**config.mk**
```make
export PLATFORM = sky130hd
export DESIGN_NAME = uart_lin_status_control_ext
export DESIGN_NICKNAME = d
export VERILOG_FILES = /design/src/inc/uart_lin_ext_pkg.sv /design/src/rtl/uart_lin_status_control_ext.sv
export SDC_FILE = /design/constraint.sdc
export NUM_CORES = 1
export LEC_CHECK = 0
export ABC_AREA = 1
export BUFFER_PORTS_ARGS = -buffer_cell sky130_fd_sc_hd__buf_2
export CELL_PAD_IN_SITES_DETAIL_PLACEMENT = 0
export CELL_PAD_IN_SITES_GLOBAL_PLACEMENT = 1
export CORE_ASPECT_RATIO = 1.25
export CORE_MARGIN = 10
export CORE_UTILIZATION = 34
export DETAILED_ROUTE_END_ITERATION = 12
export GPL_TIMING_DRIVEN = 0
export HOLD_SLACK_MARGIN = 0.12
export PLACE_DENSITY = 0.95
export SETUP_SLACK_MARGIN = 0.05
export SYNTH_ARGS = -nofsm -noshare
export SYNTH_HDL_FRONTEND = slang
export SYNTH_SLANG_ARGS = --single-unit
```
**constraint.sdc**
```tcl
create_clock -name aclk -period 3.33 [get_ports aclk]
set_clock_uncertainty 0.2 [all_clocks]
set_input_delay 0.1665 -clock aclk [delete_from_list [all_inputs] [get_ports aclk]]
set_output_delay 0.1665 -clock aclk [all_outputs]
set_load 0.01 [all_outputs]
```
**src/inc/uart_lin_ext_pkg.sv**
```systemverilog
package uart_lin_ext_pkg;
    // ------------------------------------------------------------
    // register byte addresses
    // ------------------------------------------------------------
    localparam logic [3:0] ADDR_STATUS_TWO   = 4'h0;
    localparam logic [3:0] ADDR_CONTROL_THREE = 4'h4;
    localparam logic [3:0] ADDR_MODE          = 4'h8;
    localparam int         ADDR_W             = 4;

    // ------------------------------------------------------------
    // status_two_reg fields
    // ------------------------------------------------------------
    localparam int S2_LIN_BREAK   = 7;
    localparam int S2_RX_EDGE     = 6;
    localparam int S2_RX_INVERT   = 4;
    localparam int S2_WAKE_IDLE   = 3;
    localparam int S2_LONG_BREAK  = 2;
    localparam int S2_LIN_DETECT  = 1;
    localparam int S2_RX_ACTIVE   = 0;

    // ------------------------------------------------------------
    // control_three_reg fields
    // ------------------------------------------------------------
    localparam int C3_RX_NINTH    = 7;
    localparam int C3_TX_NINTH    = 6;
    localparam int C3_DIRECTION   = 5;
    localparam int C3_TX_INVERT   = 4;
    localparam int C3_OVERRUN_IE  = 3;
    localparam int C3_NOISE_IE    = 2;
    localparam int C3_FRAMING_IE  = 1;
    localparam int C3_PARITY_IE   = 0;

    // ------------------------------------------------------------
    // mode register fields
    // ------------------------------------------------------------
    localparam int MODE_NINE_BIT  = 0;
    localparam int MODE_LOOPBACK  = 1;
    localparam int MODE_RX_SOURCE = 2;
    localparam int MODE_STANDBY   = 3;

    localparam logic [7:0] REG_RESET = 8'h00;

    // ------------------------------------------------------------
    // bit-time lengths
    // ------------------------------------------------------------
    localparam logic [3:0] BREAK_TX_SHORT = 4'hA;
    localparam logic [3:0] BREAK_TX_LONG  = 4'hD;
    localparam logic [3:0] BREAK_RX_BASE  = 4'hA;
    localparam logic [3:0] ONE_BIT        = 4'h1;

    // ------------------------------------------------------------
    // axi responses
    // ------------------------------------------------------------
    localparam logic [1:0] RESP_OKAY   = 2'h0;
    localparam logic [1:0] RESP_SLVERR = 2'h2;
endpackage

```
**src/rtl/uart_lin_status_control_ext.sv**
```systemverilog
`timescale 1ns/1ps
module uart_lin_status_control_ext (
    // clock and reset
    input  wire logic        aclk,
    input  wire logic        aresetn,
    // axi4-lite write address and data
    input  wire logic [3:0]  awaddr,
    input  wire logic [2:0]  awprot,
    input  wire logic        awvalid,
    output logic             awready,
    input  wire logic [31:0] wdata,
    input  wire logic [3:0]  wstrb,
    input  wire logic        wvalid,
    output logic             wready,
    // axi4-lite write response
    output logic [1:0]       bresp,
    output logic             bvalid,
    input  wire logic        bready,
    // axi4-lite read
    input  wire logic [3:0]  araddr,
    input  wire logic [2:0]  arprot,
    input  wire logic        arvalid,
    output logic             arready,
    output logic [31:0]      rdata,
    output logic [1:0]       rresp,
    output logic             rvalid,
    input  wire logic        rready,
    // serial core events
    input  wire logic        bit_tick,
    input  wire logic        rx_start_seen,
    input  wire logic        rx_idle_seen,
    input  wire logic        rx_char_done,
    input  wire logic        rx_frame_bad,
    input  wire logic        rx_ninth_in,
    input  wire logic        tx_data_write,
    input  wire logic [7:0]  tx_data_in,
    input  wire logic        tx_break_req,
    input  wire logic        tx_serial_raw,
    // main status flag levels
    input  wire logic        overrun_flag,
    input  wire logic        noise_flag,
    input  wire logic        framing_err_flag,
    input  wire logic        parity_err_flag,
    // serial pins
    input  wire logic        rx_pin,
    input  wire logic        tx_pin_in,
    output logic             tx_pin_out,
    output logic             tx_pin_oe,
    // toward the serial core
    output logic             rx_serial,
    output logic             tx_line_in,
    output logic             rx_full_set,
    output logic             framing_set,
    output logic             idle_set,
    output logic             break_seen,
    output logic             tx_shift_load,
    output logic [8:0]       tx_shift_word,
    output logic             nine_bit_mode,
    output logic             err_irq
);
    // ------------------------------------------------------------
    // registers
    // ------------------------------------------------------------
    logic [7:0] status_two_reg;
    logic [7:0] control_three_reg;
    logic [7:0] mode_reg;
    logic       rx_prev;
    logic [3:0] low_count;
    logic [3:0] brk_left;
    logic       wr_go;
    logic       rd_go;
    logic [3:0] wr_addr;
    logic [7:0] wr_byte;
    logic       wr_lane;

    logic       lin_detect_enable;
    logic       rx_polarity_invert;
    logic       tx_polarity_invert;
    logic       long_break_select;
    logic       wake_idle_report;
    logic       single_wire_direction;
    logic       loopback_select;
    logic       rx_source_select;
    logic       rx_wakeup_standby;
    logic       single_wire;
    logic       next_rx;
    logic       edge_event;
    logic       break_event;
    logic [3:0] rx_threshold;
    logic [3:0] tx_break_len;

    assign lin_detect_enable     = status_two_reg[uart_lin_ext_pkg::S2_LIN_DETECT];
    assign rx_polarity_invert    = status_two_reg[uart_lin_ext_pkg::S2_RX_INVERT];
    assign wake_idle_report      = status_two_reg[uart_lin_ext_pkg::S2_WAKE_IDLE];
    assign long_break_select     = status_two_reg[uart_lin_ext_pkg::S2_LONG_BREAK];
    assign tx_polarity_invert    = control_three_reg[uart_lin_ext_pkg::C3_TX_INVERT];
    assign single_wire_direction = control_three_reg[uart_lin_ext_pkg::C3_DIRECTION];
    assign loopback_select       = mode_reg[uart_lin_ext_pkg::MODE_LOOPBACK];
    assign rx_source_select      = mode_reg[uart_lin_ext_pkg::MODE_RX_SOURCE];
    assign rx_wakeup_standby     = mode_reg[uart_lin_ext_pkg::MODE_STANDBY];
    assign single_wire           = loopback_select & rx_source_select;

    // ------------------------------------------------------------
    // axi4-lite slave
    // ------------------------------------------------------------
    // both halves of a write are taken together, one cycle after both valid
    assign wr_go   = awvalid & wvalid & awready & wready;
    assign rd_go   = arvalid & arready;
    assign wr_addr = awaddr;
    assign wr_byte = wdata[7:0];
    assign wr_lane = wstrb[0];

    always_ff @(posedge aclk) begin
        if (!aresetn) begin
            awready <= 1'b0;
            wready  <= 1'b0;
        end else begin
            awready <= awvalid & wvalid & ~awready & ~bvalid;
            wready  <= awvalid & wvalid & ~wready & ~bvalid;
        end
    end

    always_ff @(posedge aclk) begin
        if (!aresetn) begin
            bvalid <= 1'b0;
            bresp  <= uart_lin_ext_pkg::RESP_OKAY;
        end else if (wr_go) begin
            bvalid <= 1'b1;
            if (wr_addr == uart_lin_ext_pkg::ADDR_STATUS_TWO
                || wr_addr == uart_lin_ext_pkg::ADDR_CONTROL_THREE
                || wr_addr == uart_lin_ext_pkg::ADDR_MODE) begin
                bresp <= uart_lin_ext_pkg::RESP_OKAY;
            end else begin
                bresp <= uart_lin_ext_pkg::RESP_SLVERR;
            end
        end else if (bready) begin
            bvalid <= 1'b0;
        end
    end

    always_ff @(posedge aclk) begin
        if (!aresetn) begin
            arready <= 1'b0;
        end else begin
            arready <= arvalid & ~arready & ~rvalid;
        end
    end

    always_ff @(posedge aclk) begin
        if (!aresetn) begin
            rvalid <= 1'b0;
            rdata  <= 32'h0000_0000;
            rresp  <= uart_lin_ext_pkg::RESP_OKAY;
        end else if (rd_go) begin
            rvalid <= 1'b1;
            rresp  <= uart_lin_ext_pkg::RESP_OKAY;
            case (araddr)
                uart_lin_ext_pkg::ADDR_STATUS_TWO:    rdata <= {24'h00_0000, status_two_reg};
                uart_lin_ext_pkg::ADDR_CONTROL_THREE: rdata <= {24'h00_0000, control_three_reg};
                uart_lin_ext_pkg::ADDR_MODE:          rdata <= {24'h00_0000, mode_reg};
                default: begin
                    rdata <= 32'h0000_0000;
                    rresp <= uart_lin_ext_pkg::RESP_SLVERR;
                end
            endcase
        end else if (rready) begin
            rvalid <= 1'b0;
        end
    end

    // ------------------------------------------------------------
    // receive line conditioning
    // ------------------------------------------------------------
    // single-wire mode takes the receive stream from the tx pin
    // input polarity flip
    assign next_rx = (single_wire ? tx_pin_in : rx_pin) ^ rx_polarity_invert;

    always_ff @(posedge aclk) begin
        if (!aresetn) begin
            rx_serial <= 1'b1;
            rx_prev   <= 1'b1;
        end else begin
            rx_serial <= next_rx;
            rx_prev   <= rx_serial;
        end
    end

    // falling edge of the conditioned stream
    assign edge_event = rx_prev & ~rx_serial;

    // ------------------------------------------------------------
    // break detection
    // ------------------------------------------------------------
    // threshold from frame length and lin enable
    // nine-bit frames add one bit time
    assign rx_threshold = uart_lin_ext_pkg::BREAK_RX_BASE
                          + (nine_bit_mode ? uart_lin_ext_pkg::ONE_BIT : 4'h0)
                          + (lin_detect_enable ? uart_lin_ext_pkg::ONE_BIT : 4'h0);

    always_ff @(posedge aclk) begin
        if (!aresetn) begin
            low_count <= 4'h0;
        end else if (rx_serial) begin
            low_count <= 4'h0;
        end else if (bit_tick && low_count != rx_threshold) begin
            low_count <= low_count + uart_lin_ext_pkg::ONE_BIT;
        end
    end

    assign break_event = bit_tick & ~rx_serial
                         & (low_count + uart_lin_ext_pkg::ONE_BIT == rx_threshold);

    // ------------------------------------------------------------
    // status_two_reg
    // ------------------------------------------------------------
    // flag set wins over a write-one clear in the same cycle
    always_ff @(posedge aclk) begin
        if (!aresetn) begin
            status_two_reg <= uart_lin_ext_pkg::REG_RESET;
        end else begin
            if (wr_go && wr_lane && wr_addr == uart_lin_ext_pkg::ADDR_STATUS_TWO) begin
                status_two_reg[uart_lin_ext_pkg::S2_RX_INVERT]  <=
                    wr_byte[uart_lin_ext_pkg::S2_RX_INVERT];
                status_two_reg[uart_lin_ext_pkg::S2_WAKE_IDLE]  <=
                    wr_byte[uart_lin_ext_pkg::S2_WAKE_IDLE];
                status_two_reg[uart_lin_ext_pkg::S2_LONG_BREAK] <=
                    wr_byte[uart_lin_ext_pkg::S2_LONG_BREAK];
                status_two_reg[uart_lin_ext_pkg::S2_LIN_DETECT] <=
                    wr_byte[uart_lin_ext_pkg::S2_LIN_DETECT];
            end
            // lin break flag, write one clears
            if (break_event && lin_detect_enable) begin
                status_two_reg[uart_lin_ext_pkg::S2_LIN_BREAK] <= 1'b1;
            end else if (wr_go && wr_lane && wr_addr == uart_lin_ext_pkg::ADDR_STATUS_TWO
                         && wr_byte[uart_lin_ext_pkg::S2_LIN_BREAK]) begin
                status_two_reg[uart_lin_ext_pkg::S2_LIN_BREAK] <= 1'b0;
            end
            if (edge_event) begin
                status_two_reg[uart_lin_ext_pkg::S2_RX_EDGE] <= 1'b1;
            end else if (wr_go && wr_lane && wr_addr == uart_lin_ext_pkg::ADDR_STATUS_TWO
                         && wr_byte[uart_lin_ext_pkg::S2_RX_EDGE]) begin
                status_two_reg[uart_lin_ext_pkg::S2_RX_EDGE] <= 1'b0;
            end
            // receiver active follows start and idle
            if (rx_start_seen) begin
                status_two_reg[uart_lin_ext_pkg::S2_RX_ACTIVE] <= 1'b1;
            end else if (rx_idle_seen) begin
                status_two_reg[uart_lin_ext_pkg::S2_RX_ACTIVE] <= 1'b0;
            end
        end
    end

    // ------------------------------------------------------------
    // control_three_reg and mode register
    // ------------------------------------------------------------
    always_ff @(posedge aclk) begin
        if (!aresetn) begin
            control_three_reg <= uart_lin_ext_pkg::REG_RESET;
        end else begin
            if (wr_go && wr_lane && wr_addr == uart_lin_ext_pkg::ADDR_CONTROL_THREE) begin
                // ninth receive bit is read only
                control_three_reg[6:0] <= wr_byte[6:0];
            end
            // latch received ninth bit with its character
            if (rx_char_done && !lin_detect_enable) begin
                control_three_reg[uart_lin_ext_pkg::C3_RX_NINTH] <=
                    nine_bit_mode & rx_ninth_in;
            end
        end
    end

    always_ff @(posedge aclk) begin
        if (!aresetn) begin
            mode_reg <= uart_lin_ext_pkg::REG_RESET;
        end else if (wr_go && wr_lane && wr_addr == uart_lin_ext_pkg::ADDR_MODE) begin
            mode_reg[3:0] <= wr_byte[3:0];
        end
    end

    always_ff @(posedge aclk) begin
        if (!aresetn) begin
            nine_bit_mode <= 1'b0;
        end else begin
            nine_bit_mode <= (wr_go && wr_lane && wr_addr == uart_lin_ext_pkg::ADDR_MODE)
                             ? wr_byte[uart_lin_ext_pkg::MODE_NINE_BIT]
                             : mode_reg[uart_lin_ext_pkg::MODE_NINE_BIT];
        end
    end

    // ------------------------------------------------------------
    // receive event gating
    // ------------------------------------------------------------
    // framing uses only the received stop bit, never break length
    always_ff @(posedge aclk) begin
        if (!aresetn) begin
            rx_full_set <= 1'b0;
            framing_set <= 1'b0;
            idle_set    <= 1'b0;
            break_seen  <= 1'b0;
        end else begin
            // lin detection blocks full and framing
            rx_full_set <= rx_char_done & ~lin_detect_enable;
            framing_set <= rx_char_done & rx_frame_bad & ~lin_detect_enable;
            // idle in standby only when reported
            idle_set    <= rx_idle_seen & (~rx_wakeup_standby | wake_idle_report);
            break_seen  <= break_event;
        end
    end

    // ------------------------------------------------------------
    // transmit side
    // ------------------------------------------------------------
    // break length from long select and frame size
    assign tx_break_len = (long_break_select ? uart_lin_ext_pkg::BREAK_TX_LONG
                                             : uart_lin_ext_pkg::BREAK_TX_SHORT)
                          + (nine_bit_mode ? uart_lin_ext_pkg::ONE_BIT : 4'h0);

    always_ff @(posedge aclk) begin
        if (!aresetn) begin
            brk_left <= 4'h0;
        end else if (tx_break_req && brk_left == 4'h0) begin
            brk_left <= tx_break_len;
        end else if (bit_tick && brk_left != 4'h0) begin
            brk_left <= brk_left - uart_lin_ext_pkg::ONE_BIT;
        end
    end

    // nine bits move on a data write
    always_ff @(posedge aclk) begin
        if (!aresetn) begin
            tx_shift_load <= 1'b0;
            tx_shift_word <= 9'h000;
        end else begin
            tx_shift_load <= tx_data_write;
            if (tx_data_write) begin
                tx_shift_word <= {nine_bit_mode
                                  & control_three_reg[uart_lin_ext_pkg::C3_TX_NINTH],
                                  tx_data_in};
            end
        end
    end

    always_ff @(posedge aclk) begin
        if (!aresetn) begin
            tx_pin_out <= 1'b1;
            tx_pin_oe  <= 1'b1;
            tx_line_in <= 1'b1;
        end else begin
            tx_pin_out <= ((brk_left == 4'h0) & tx_serial_raw) ^ tx_polarity_invert;
            tx_pin_oe  <= ~single_wire | single_wire_direction;
            tx_line_in <= tx_pin_in;
        end
    end

    always_ff @(posedge aclk) begin
        if (!aresetn) begin
            err_irq <= 1'b0;
        end else begin
            err_irq <= (overrun_flag & control_three_reg[uart_lin_ext_pkg::C3_OVERRUN_IE])
                     | (noise_flag & control_three_reg[uart_lin_ext_pkg::C3_NOISE_IE])
                     | (framing_err_flag & control_three_reg[uart_lin_ext_pkg::C3_FRAMING_IE])
                     | (parity_err_flag & control_three_reg[uart_lin_ext_pkg::C3_PARITY_IE]);
        end
    end
endmodule

```
==> results of run 1 <==
kinds of logic (layout without fill, tap and decap cells):
| group | count (synthesis) | count (layout) | synth area share (%) |
|---|---|---|---|
| other | 1 | 26 | 0.125 |
| and+or+nand+nor | 209 | 209 | 32.5 |
| buffers and inverters | 75 | 240 | 13.3 |
| adders and majority gates | 6 | 6 | 2.51 |
| DFF | 63 | 63 | 42.1 |
| AOI/OAI and AO/OA | 55 | 55 | 9.49 |
cells in the final DEF (no fill, tap or decap), types with 3 or more instances in the layout:
cell type / netlist / final
buf_2: 6 / 84
nand2_1: 72 / 72
dlygate4sd3_1: 0 / 71
nor2_1: 66 / 66
dfxtp_1: 63 / 63
nand3_1: 37 / 37
inv_1: 33 / 33
buf_4: 28 / 28
conb_1: 1 / 26
o21ai_0: 24 / 24
a21oi_1: 19 / 19
clkbuf_8: 0 / 9
o21ai_1: 8 / 8
nor3_1: 8 / 8
ha_1: 6 / 6
nand2_2: 4 / 4
nor2_2: 4 / 4
clkinv_2: 1 / 4
clkbuf_1: 2 / 3
nand3_2: 3 / 3
nand4_1: 3 / 3
stage by stage:
step | utilization [%] | cells | instance area (µm²) | hold WS (ps)
floorplan | - | 434 | 3090 | 73.1
global placement | 41.9 | 632 | 3630 | 174
detailed placement | 41.9 | 632 | 3630 | 189
CTS | 52.3 | 719 | 4530 | 134
global route | 52.3 | 719 | 4530 | 172
finish | 52.3 | 719 | 4530 | 153
synth_stat cells, types with 6 or more instances:
| master | number | area share (%) |
|---|---|---|
| a21oi_1 | 19 | 3.2 |
| buf_2 | 6 | 1.0 |
| buf_4 | 28 | 7.0 |
| dfxtp_1 | 63 | 42 |
| ha_1 | 6 | 2.5 |
| inv_1 | 33 | 4.1 |
| nand2_1 | 72 | 9.0 |
| nand3_1 | 37 | 6.2 |
| nor2_1 | 66 | 8.3 |
| nor3_1 | 8 | 1.3 |
| o21ai_0 | 24 | 4.0 |
| o21ai_1 | 8 | 1.3 |
critical path, cell delays in order:
cell and delay [ps]:
dlygate4sd3_1 540, buf_2 140, nor2_4 130, nand2_2 80
nor2_2 100, nand3_2 130, clkinv_2 120, nand2_1 60
nand2_1 50, dlygate4sd3_1 540, nand2_1 50, dlygate4sd3_1 550
metal layers:
metal  wire, µm  track usage (%)
met3        566             4.71
met4        137             5.66
met2       4480             24.1
met1       3850             15.2
met5          0                0
final cells by class:
class                           count  area, µm²  area share (%)
Buffer                             37        253            5.58
Sequential cell                    63       1260            27.9
Timing Repair Buffer              149       1100            24.3
Tap cell                          120        150            3.32
Inverter                           38        144            3.18
Clock inverter                      6       61.3            1.35
Multi-Input combinational cell    296       1430            31.6
Clock buffer                       10        128            2.82
worst max-delay path by stage:
stage                             start                        endpoint  slack, ps  depth (start not counted)
5_1_grt                       awaddr[0]  status_two_reg[7]$_SDFFE_PN0P_        580                         12
2_1_floorplan  nine_bit_mode$_SDFF_PN0_       low_count[0]$_SDFFE_PP0P_       1840                          7
6_report                      awaddr[0]  status_two_reg[7]$_SDFFE_PN0P_        700                         12
3_5_place_dp   nine_bit_mode$_SDFF_PN0_       low_count[1]$_SDFFE_PP0P_       1680                          7
3_3_place_gp   nine_bit_mode$_SDFF_PN0_       low_count[0]$_SDFFE_PP0P_       1750                          7
4_1_cts                       awaddr[0]  status_two_reg[7]$_SDFFE_PN0P_        760                         12
report_power, final:
part           switching, mW  internal [mW]
combinational          0.256          0.200
sequential            0.0332          0.800
clock                  0.299          0.343
==> flow_metrics.env, run 1 <==
export IMPL_largest_reg_flops=9
export IMPL_synthDistinctLibCells=33
export IMPL_worstRegToRegCells=9
export IMPL_gp_congestion=0.760
export IMPL_drv_cap=0
export IMPL_grt_overflow=0
export IMPL_fin_ws_ps=702
export IMPL_initial_core_util_pct=34.6
export IMPL_whs_endpoint="control_three_reg[4]$_SDFFE_PN0P_"
export IMPL_core_area_um2=8650
export IMPL_hp_class="in -> reg"
export IMPL_min_from="awaddr[1]"
export IMPL_p_per_area_nw_per_um2=427
export IMPL_async_reset_ff_share_pct=0
export IMPL_cp_max_fo=6
export IMPL_r2r_end="status_two_reg[7]$_SDFFE_PN0P_"
export IMPL_remaining_drc_errors=0
export IMPL_holdBufCountCts=71
export IMPL_yosysSeqAreaShare_pct=42.1
export IMPL_postRouteAntennaNets=0
export IMPL_rows=38
export IMPL_cp_data_arrival_time_ps=2660
export IMPL_tritoncts="yes"
export IMPL_wirelength_mm=9.04
export IMPL_rsz0062_at_grt="no"
export IMPL_wl_per_cell_um=12.6
export IMPL_cts_buffer_depth=2
export IMPL_portBuffers=78
export IMPL_fin_tns_setup_ps=0
export IMPL_drtPass1Iterations=4
export IMPL_nFillCells=831
export IMPL_min_period_ps=2630
export IMPL_min_path_cells=6
export IMPL_ys_warnings_count=0
export IMPL_grt_max_degree=12
export IMPL_outcome="finished, final reports clean"
export IMPL_clk_pin_slew_ps=70
export IMPL_p_total_mw=1.93
export IMPL_dpl_worst_slack_ps=1680
export IMPL_synth_ff_type="dfxtp_1"
export IMPL_numCtsBuffers=9
export IMPL_fin_nets=680
export IMPL_syn_to_final_growth_pct=51.3
export IMPL_die_x_um=104
export IMPL_synth_seq_cells=63
export IMPL_clock_root_buffer="clkbuf_8"
export IMPL_max_freq_ghz=0.380
export IMPL_ir_drop_uv=386
export IMPL_track_usage_pct=14.0
export IMPL_cts_max_level=3
export IMPL_viasPerCell=4.38
export IMPL_ctsResizeCount=0
export IMPL_hold_violations=0
export IMPL_die_area_um2=13000
export IMPL_grt_first_pass_wirelength_mm=15.0
export IMPL_critPathCaptureType="flop"
export IMPL_clkLatencyLatePin_ps=350
export IMPL_cp_data_required_time_ps=3370
export IMPL_path_class="in -> reg"
export IMPL_antenna_found_initial=0
export IMPL_post_route_cells_drive_above_1_share_pct=25.0
export IMPL_die_h_um=125
export IMPL_drt_iter0_drc=131
export IMPL_syn_inst=409
export IMPL_r2r_start="awready$_SDFF_PN0_"
export IMPL_period_share_pct=78.9
export IMPL_dp_hpwl_mm=6.52
export IMPL_grt_pass1_vias=3213
export IMPL_start_kind="input pin"
export IMPL_io_pins=141
export IMPL_avgSynthCellArea_um2=7.32
export IMPL_postCtsSetupRepairBufs=0
export IMPL_synthesis_area_um2=2990
export IMPL_drv_slew=0
export IMPL_reg2reg_slack_ps=880
export IMPL_p_leak_nw=2.27
export IMPL_num_vias=3147
export IMPL_clock_sinks=63
export IMPL_diodes=0
export IMPL_synth_edf_count=0
export IMPL_setup_violations=0
(Power assumes the default switching activity.)
==> run 2, diff against run 1 <==
CORE_UTILIZATION = 32   (was 34)
PLACE_DENSITY = 0.91   (was 0.95)
clock period = 2.6 ns   (was 3.33 ns; I/O delays follow)
==> run 2 against run 1 <==
  * Setup slack got worse by 590 ps
  * Hold slack worse by 14 ps
  * Critical endpoint unchanged
  * Highest routed layer unchanged
  * Sequential cell count stayed put
  * Cell count increased by 1.1%
  * Wire length up 3.5%
  * First-iteration DRC count down 21%
  * Sequential power is 28% higher
==> flow_metrics.env, run 2 (synthesized netlist as in run 1, its figures left out) <==
export IMPL_fin_nets=686
export IMPL_cp_startpoint="awvalid"
export IMPL_critPathCaptureType="flop"
export IMPL_r2r_end="status_two_reg[7]$_SDFFE_PN0P_"
export IMPL_cp_max_fo=6
export IMPL_rsz0062_at_grt="no"
export IMPL_start_kind="input pin"
export IMPL_antenna_found_initial=0
export IMPL_tritoncts="yes"
export IMPL_postRouteAntennaNets=0
export IMPL_drv_cap=0
export IMPL_grt_first_pass_wirelength_mm=15.0
export IMPL_wirelength_mm=9.36
export IMPL_largest_reg_flops=9
export IMPL_die_x_um=107
export IMPL_drt_iter0_drc=103
export IMPL_min_period_ps=2490
export IMPL_hp_class="in -> reg"
export IMPL_post_route_cells_drive_above_1_share_pct=25.0
export IMPL_p_leak_nw=2.35
export IMPL_clkLatencyLatePin_ps=330
export IMPL_initial_core_util_pct=32.8
export IMPL_nFillCells=869
export IMPL_final_common_cell="buf_2"
export IMPL_numCtsBuffers=9
export IMPL_worstRegToRegCells=9
export IMPL_gp_congestion=0.773
export IMPL_viasPerCell=4.38
export IMPL_dp_hpwl_mm=6.54
export IMPL_clock_root_buffer="clkbuf_16"
export IMPL_ir_drop_uv=373
export IMPL_cp_cell_sequence="dlygate4sd3_1, buf_2, nand2_2, nor2_8, nand3_4, clkinv_2, nand2_1, nand2_1, dlygate4sd3_1, nand2_1, dlygate4sd3_1"
export IMPL_core_area_um2=9130
export IMPL_grt_pass1_vias=3256
export IMPL_fin_tns_setup_ps=0
export IMPL_drtPass1Iterations=4
export IMPL_clock_sinks=63
export IMPL_cp_endpoint="status_two_reg[7]$_SDFFE_PN0P_"
export IMPL_crit_path_top_delay_cell="dlygate4sd3_1"
export IMPL_io_pins=141
export IMPL_die_h_um=128
export IMPL_diodes=0
export IMPL_drv_slew=0
export IMPL_track_usage_pct=13.6
export IMPL_p_total_mw=2.85
export IMPL_hold_violations=0
export IMPL_portBuffers=78
export IMPL_setup_violations=0
export IMPL_grt_overflow=0
export IMPL_cp_data_arrival_time_ps=2500
export IMPL_path_class="in -> reg"
export IMPL_r2r_start="wready$_SDFF_PN0_"
export IMPL_outcome="finished, final reports clean"
export IMPL_final_cell_mix="buf_2 (84), dlygate4sd3_1 (75), nand2_1 (72)"
export IMPL_critPathMaxStageDelay_ps=550
export IMPL_remaining_drc_errors=0
export IMPL_wl_per_cell_um=12.9
export IMPL_die_area_um2=13600
export IMPL_clk_pin_slew_ps=50
export IMPL_period_share_pct=95.6
export IMPL_max_freq_ghz=0.402
export IMPL_cp_data_required_time_ps=2610
export IMPL_reg2reg_slack_ps=180
export IMPL_syn_to_final_growth_pct=57.1
export IMPL_rows=39
export IMPL_cts_max_level=3
export IMPL_grt_max_degree=11
export IMPL_cts_buffer_depth=2
export IMPL_p_per_area_nw_per_um2=606
export IMPL_num_vias=3184
[run 2: cell count changes in the layout (fill, tap and decap cells not counted), moves of 2 or more]
cell,previous run,this run
clkbuf_8,9,2
buf_4,28,30
clkinv_2,4,2
dlygate4sd3_1,71,75
clkbuf_16,0,9
[run 2: routing by layer]
layer / vias up / part of all wire (%) / GRT usage [%] / routed length (µm)
met5: - / 0 / 0 / 0
met4: 0 / 2.3 / 5.83 / 219
met3: 18 / 6.6 / 4.78 / 619
met2: 97 / 48 / 23.4 / 4480
met1: 1420 / 43 / 14.7 / 4040
li1: 1649 / - / - / -
[run 2: how the worst min path moves through the flow]
stage                        startpoint                                end  slack [ps]  depth (start not counted)
after floorplan               tx_pin_in              tx_line_in$_SDFF_PN1_          40                          1
after global placement    rx_start_seen     status_two_reg[0]$_SDFFE_PN0P_         140                          3
after detailed placement  tx_data_in[2]      tx_shift_word[2]$_SDFFE_PN0P_         160                          3
after CTS                 tx_data_write      tx_shift_word[8]$_SDFFE_PN0P_         130                          4
after global routing          awaddr[1]  control_three_reg[2]$_SDFFE_PN0P_         160                          6
final                         awaddr[0]  control_three_reg[5]$_SDFFE_PN0P_         140                          6
[run 2: final cells by class]
type / instances / area, µm² / area share, %
tap: 123 / 154 / 3.27
sequential: 63 / 1260 / 26.8
clock inverter: 3 / 42.5 / 0.904
buffer: 37 / 253 / 5.37
timing repair buffer: 155 / 1160 / 24.6
multi-input combinational: 296 / 1440 / 30.5
inverter: 38 / 144 / 3.06
clock buffer: 12 / 256 / 5.45
[run 2: report_power, final]
| part | leakage (nW) | switching [mW] | internal, mW | total, mW |
|---|---|---|---|---|
| Clock | 0.145 | 0.421 | 0.787 | 1.21 |
| Sequential | 0.514 | 0.0407 | 1.03 | 1.07 |
| Combinational | 1.69 | 0.317 | 0.260 | 0.578 |
| Total | 2.35 | 0.779 | 2.07 | 2.85 |
[run 2: what timing repair did]
item                                   4_1_cts  5_1_grt
setup endpoints to repair                    0        1
hold buffers                                75        0
gates resized for setup                      0        1
endpoints found under the hold margin       62        0
setup buffers                                0        2
[run 2: critical path: cells and delay by family]
family	cells	cell delay, ps
buf+inv	5	1860
simple gates	6	520
[run 2: through the flow]
step	hold slack [ps]	util (%)	setup slack, ps	std cells	area, µm²
floorplan	36.6	-	1110	434	3090
global placement	138	39.8	1010	635	3630
detailed placement	161	39.8	964	635	3630
CTS	127	51.3	98.6	725	4680
global route	157	51.5	44.3	727	4700
finish	140	51.5	113	727	4700
==> run 3, diff against run 2 <==
SETUP_SLACK_MARGIN = 0.5   (was 0.05)
==> run 3 against run 2 <==
  * Global-route usage about the same
  * Register-to-register slack better by 490 ps
  * Count of clock-buffer cells in the layout is the same
  * Die area stayed put
  * Setup slack improved by 410 ps
  * Sequential power about the same
  * Cell count decreased by 0.41%
  * Largest cell class unchanged
  * Largest power group unchanged
==> flow_metrics.env, run 3 (synthesized netlist as in run 1, its figures left out) <==
export IMPL_fin_nets=683
export IMPL_clkLatencyLatePin_ps=330
export IMPL_critPathCaptureType="flop"
export IMPL_p_per_area_nw_per_um2=609
export IMPL_clock_root_buffer="clkbuf_16"
export IMPL_hold_violations=0
export IMPL_die_h_um=128
export IMPL_cts_max_level=3
export IMPL_multi_input_area_um2=1440
export IMPL_tritoncts="yes"
export IMPL_post_route_cells_drive_above_1_share_pct=25.0
export IMPL_grt_max_degree=11
export IMPL_min_period_ps=2070
export IMPL_gp_congestion=0.773
export IMPL_io_pins=141
export IMPL_wl_met3_um=672
export IMPL_reg2reg_slack_ps=670
export IMPL_postRouteAntennaNets=0
export IMPL_p_total_mw=2.86
export IMPL_drtPass1Iterations=5
export IMPL_rows=39
export IMPL_drv_slew=0
export IMPL_nFillCells=864
export IMPL_drv_cap=0
export IMPL_die_x_um=107
export IMPL_remaining_drc_errors=0
export IMPL_largest_reg_flops=9
export IMPL_die_area_um2=13600
export IMPL_p_int_mw=2.08
export IMPL_clock_sinks=63
export IMPL_wl_per_cell_um=12.8
export IMPL_antenna_found_initial=0
export IMPL_whs_endpoint="control_three_reg[5]$_SDFFE_PN0P_"
export IMPL_min_path_cells=6
export IMPL_grt_overflow=0
export IMPL_clk_pin_slew_ps=50
export IMPL_fin_tns_setup_ps=0
export IMPL_wirelength_mm=9.28
export IMPL_p_leak_nw=2.36
export IMPL_cp_data_required_time_ps=2610
export IMPL_diodes=0
export IMPL_num_vias=3178
export IMPL_dp_hpwl_mm=6.54
export IMPL_cts_buffer_depth=2
export IMPL_path_class="in -> reg"
export IMPL_clockPowerShare_pct=42.3
export IMPL_core_area_um2=9130
export IMPL_cp_data_arrival_time_ps=2090
export IMPL_drt_iter0_drc=122
export IMPL_r2r_end="brk_left[3]$_SDFFE_PN0P_"
export IMPL_start_kind="input pin"
export IMPL_numCtsBuffers=9
export IMPL_r2r_start="brk_left[0]$_SDFFE_PN0P_"
export IMPL_min_from="awaddr[0]"
export IMPL_rsz0062_at_grt="yes"
export IMPL_p_seq_share_pct=37.3
export IMPL_netSwitchingFraction_pct=27.4
export IMPL_postCtsSetupRepairBufs=0
export IMPL_wl_met1_mm=3.98
export IMPL_final_cell_mix="buf_2 (82), nand2_1 (72), dlygate4sd3_1 (72)"
export IMPL_final_common_cell="buf_2"
export IMPL_track_usage_pct=13.6
export IMPL_ir_drop_uv=373
export IMPL_fin_hold_ws_ps=137
export IMPL_hp_class="in -> reg"
export IMPL_grt_pass1_vias=3263
export IMPL_initial_core_util_pct=32.8
export IMPL_period_share_pct=79.8
export IMPL_syn_to_final_growth_pct=56.7
export IMPL_grt_first_pass_wirelength_mm=15.0
export IMPL_outcome="finished, final reports clean"
export IMPL_cp_max_fo=4
export IMPL_worstRegToRegCells=8
export IMPL_power_switching_mw=0.782
export IMPL_viasPerCell=4.39
export IMPL_setup_violations=0
export IMPL_max_freq_ghz=0.482
export IMPL_portBuffers=78
export IMPL_seqCellArea_um2=1260
export IMPL_comb_power_share_pct=20.4
export IMPL_route_met2_wl_mm=4.41
export IMPL_highest_layer="met4"
[run 3: metal layers]
metal  vias up  global-route usage, %
li1       1644                      -
met1      1409                   14.7
met2       110                   23.4
met3        15                   4.78
met4         0                   5.91
met5         -                      0
[run 3: repair_timing]
action	in CTS	in global routing
endpoints found under the setup margin	0	4
hold endpoints to repair	62	0
gates resized for setup	0	7
hold buffers	74	0
[run 3: cell type report]
class / count / area share (%)
Sequential cell: 63 / 26.9
Clock buffer: 12 / 5.47
Timing Repair Buffer: 152 / 24.3
Multi-Input combinational cell: 296 / 30.6
Clock inverter: 3 / 0.907
Inverter: 38 / 3.07
Tap cell: 123 / 3.28
Buffer: 37 / 5.42
[run 3: critical path, stage by stage]
cell and delay [ps]:
dlygate4sd3_1 550, buf_4 160, nand2_1 70, dlygate4sd3_1 550
a31oi_1 80, dlygate4sd3_1 550
[run 3: worst max-delay path by stage]
stage                                         from                        end  slack [ps]  depth (start not counted)
after CTS                                araddr[3]      rresp[1]$_SDFFE_PN0P_         540                          6
after detailed placement  nine_bit_mode$_SDFF_PN0_  low_count[1]$_SDFFE_PP0P_         960                          7
after global placement    nine_bit_mode$_SDFF_PN0_  low_count[0]$_SDFFE_PP0P_        1010                          7
after floorplan           nine_bit_mode$_SDFF_PN0_  low_count[0]$_SDFFE_PP0P_        1110                          7
final                                    araddr[2]      rresp[1]$_SDFFE_PN0P_         530                          6
after global routing                     araddr[3]      rresp[1]$_SDFFE_PN0P_         470                          6
[run 3: power by group through the flow]
stage,Combinational [mW],Sequential (mW),Clock [mW]
floorplan,0.352,1.09,0
global placement,0.480,1.08,0
detailed placement,0.489,1.09,0
CTS,0.572,1.07,1.22
global route,0.681,1.07,1.27
finish,0.582,1.07,1.21
[run 3: metrics by stage]
stage	setup WS, ps	utilization (%)	area, µm²	std cells
3_3_place_gp	1010	39.8	3630	635
5_1_grt	468	51.4	4690	724
3_5_place_dp	964	39.8	3630	635
6_report	525	51.4	4690	724
4_1_cts	541	51.2	4670	724
2_1_floorplan	1110	-	3090	434
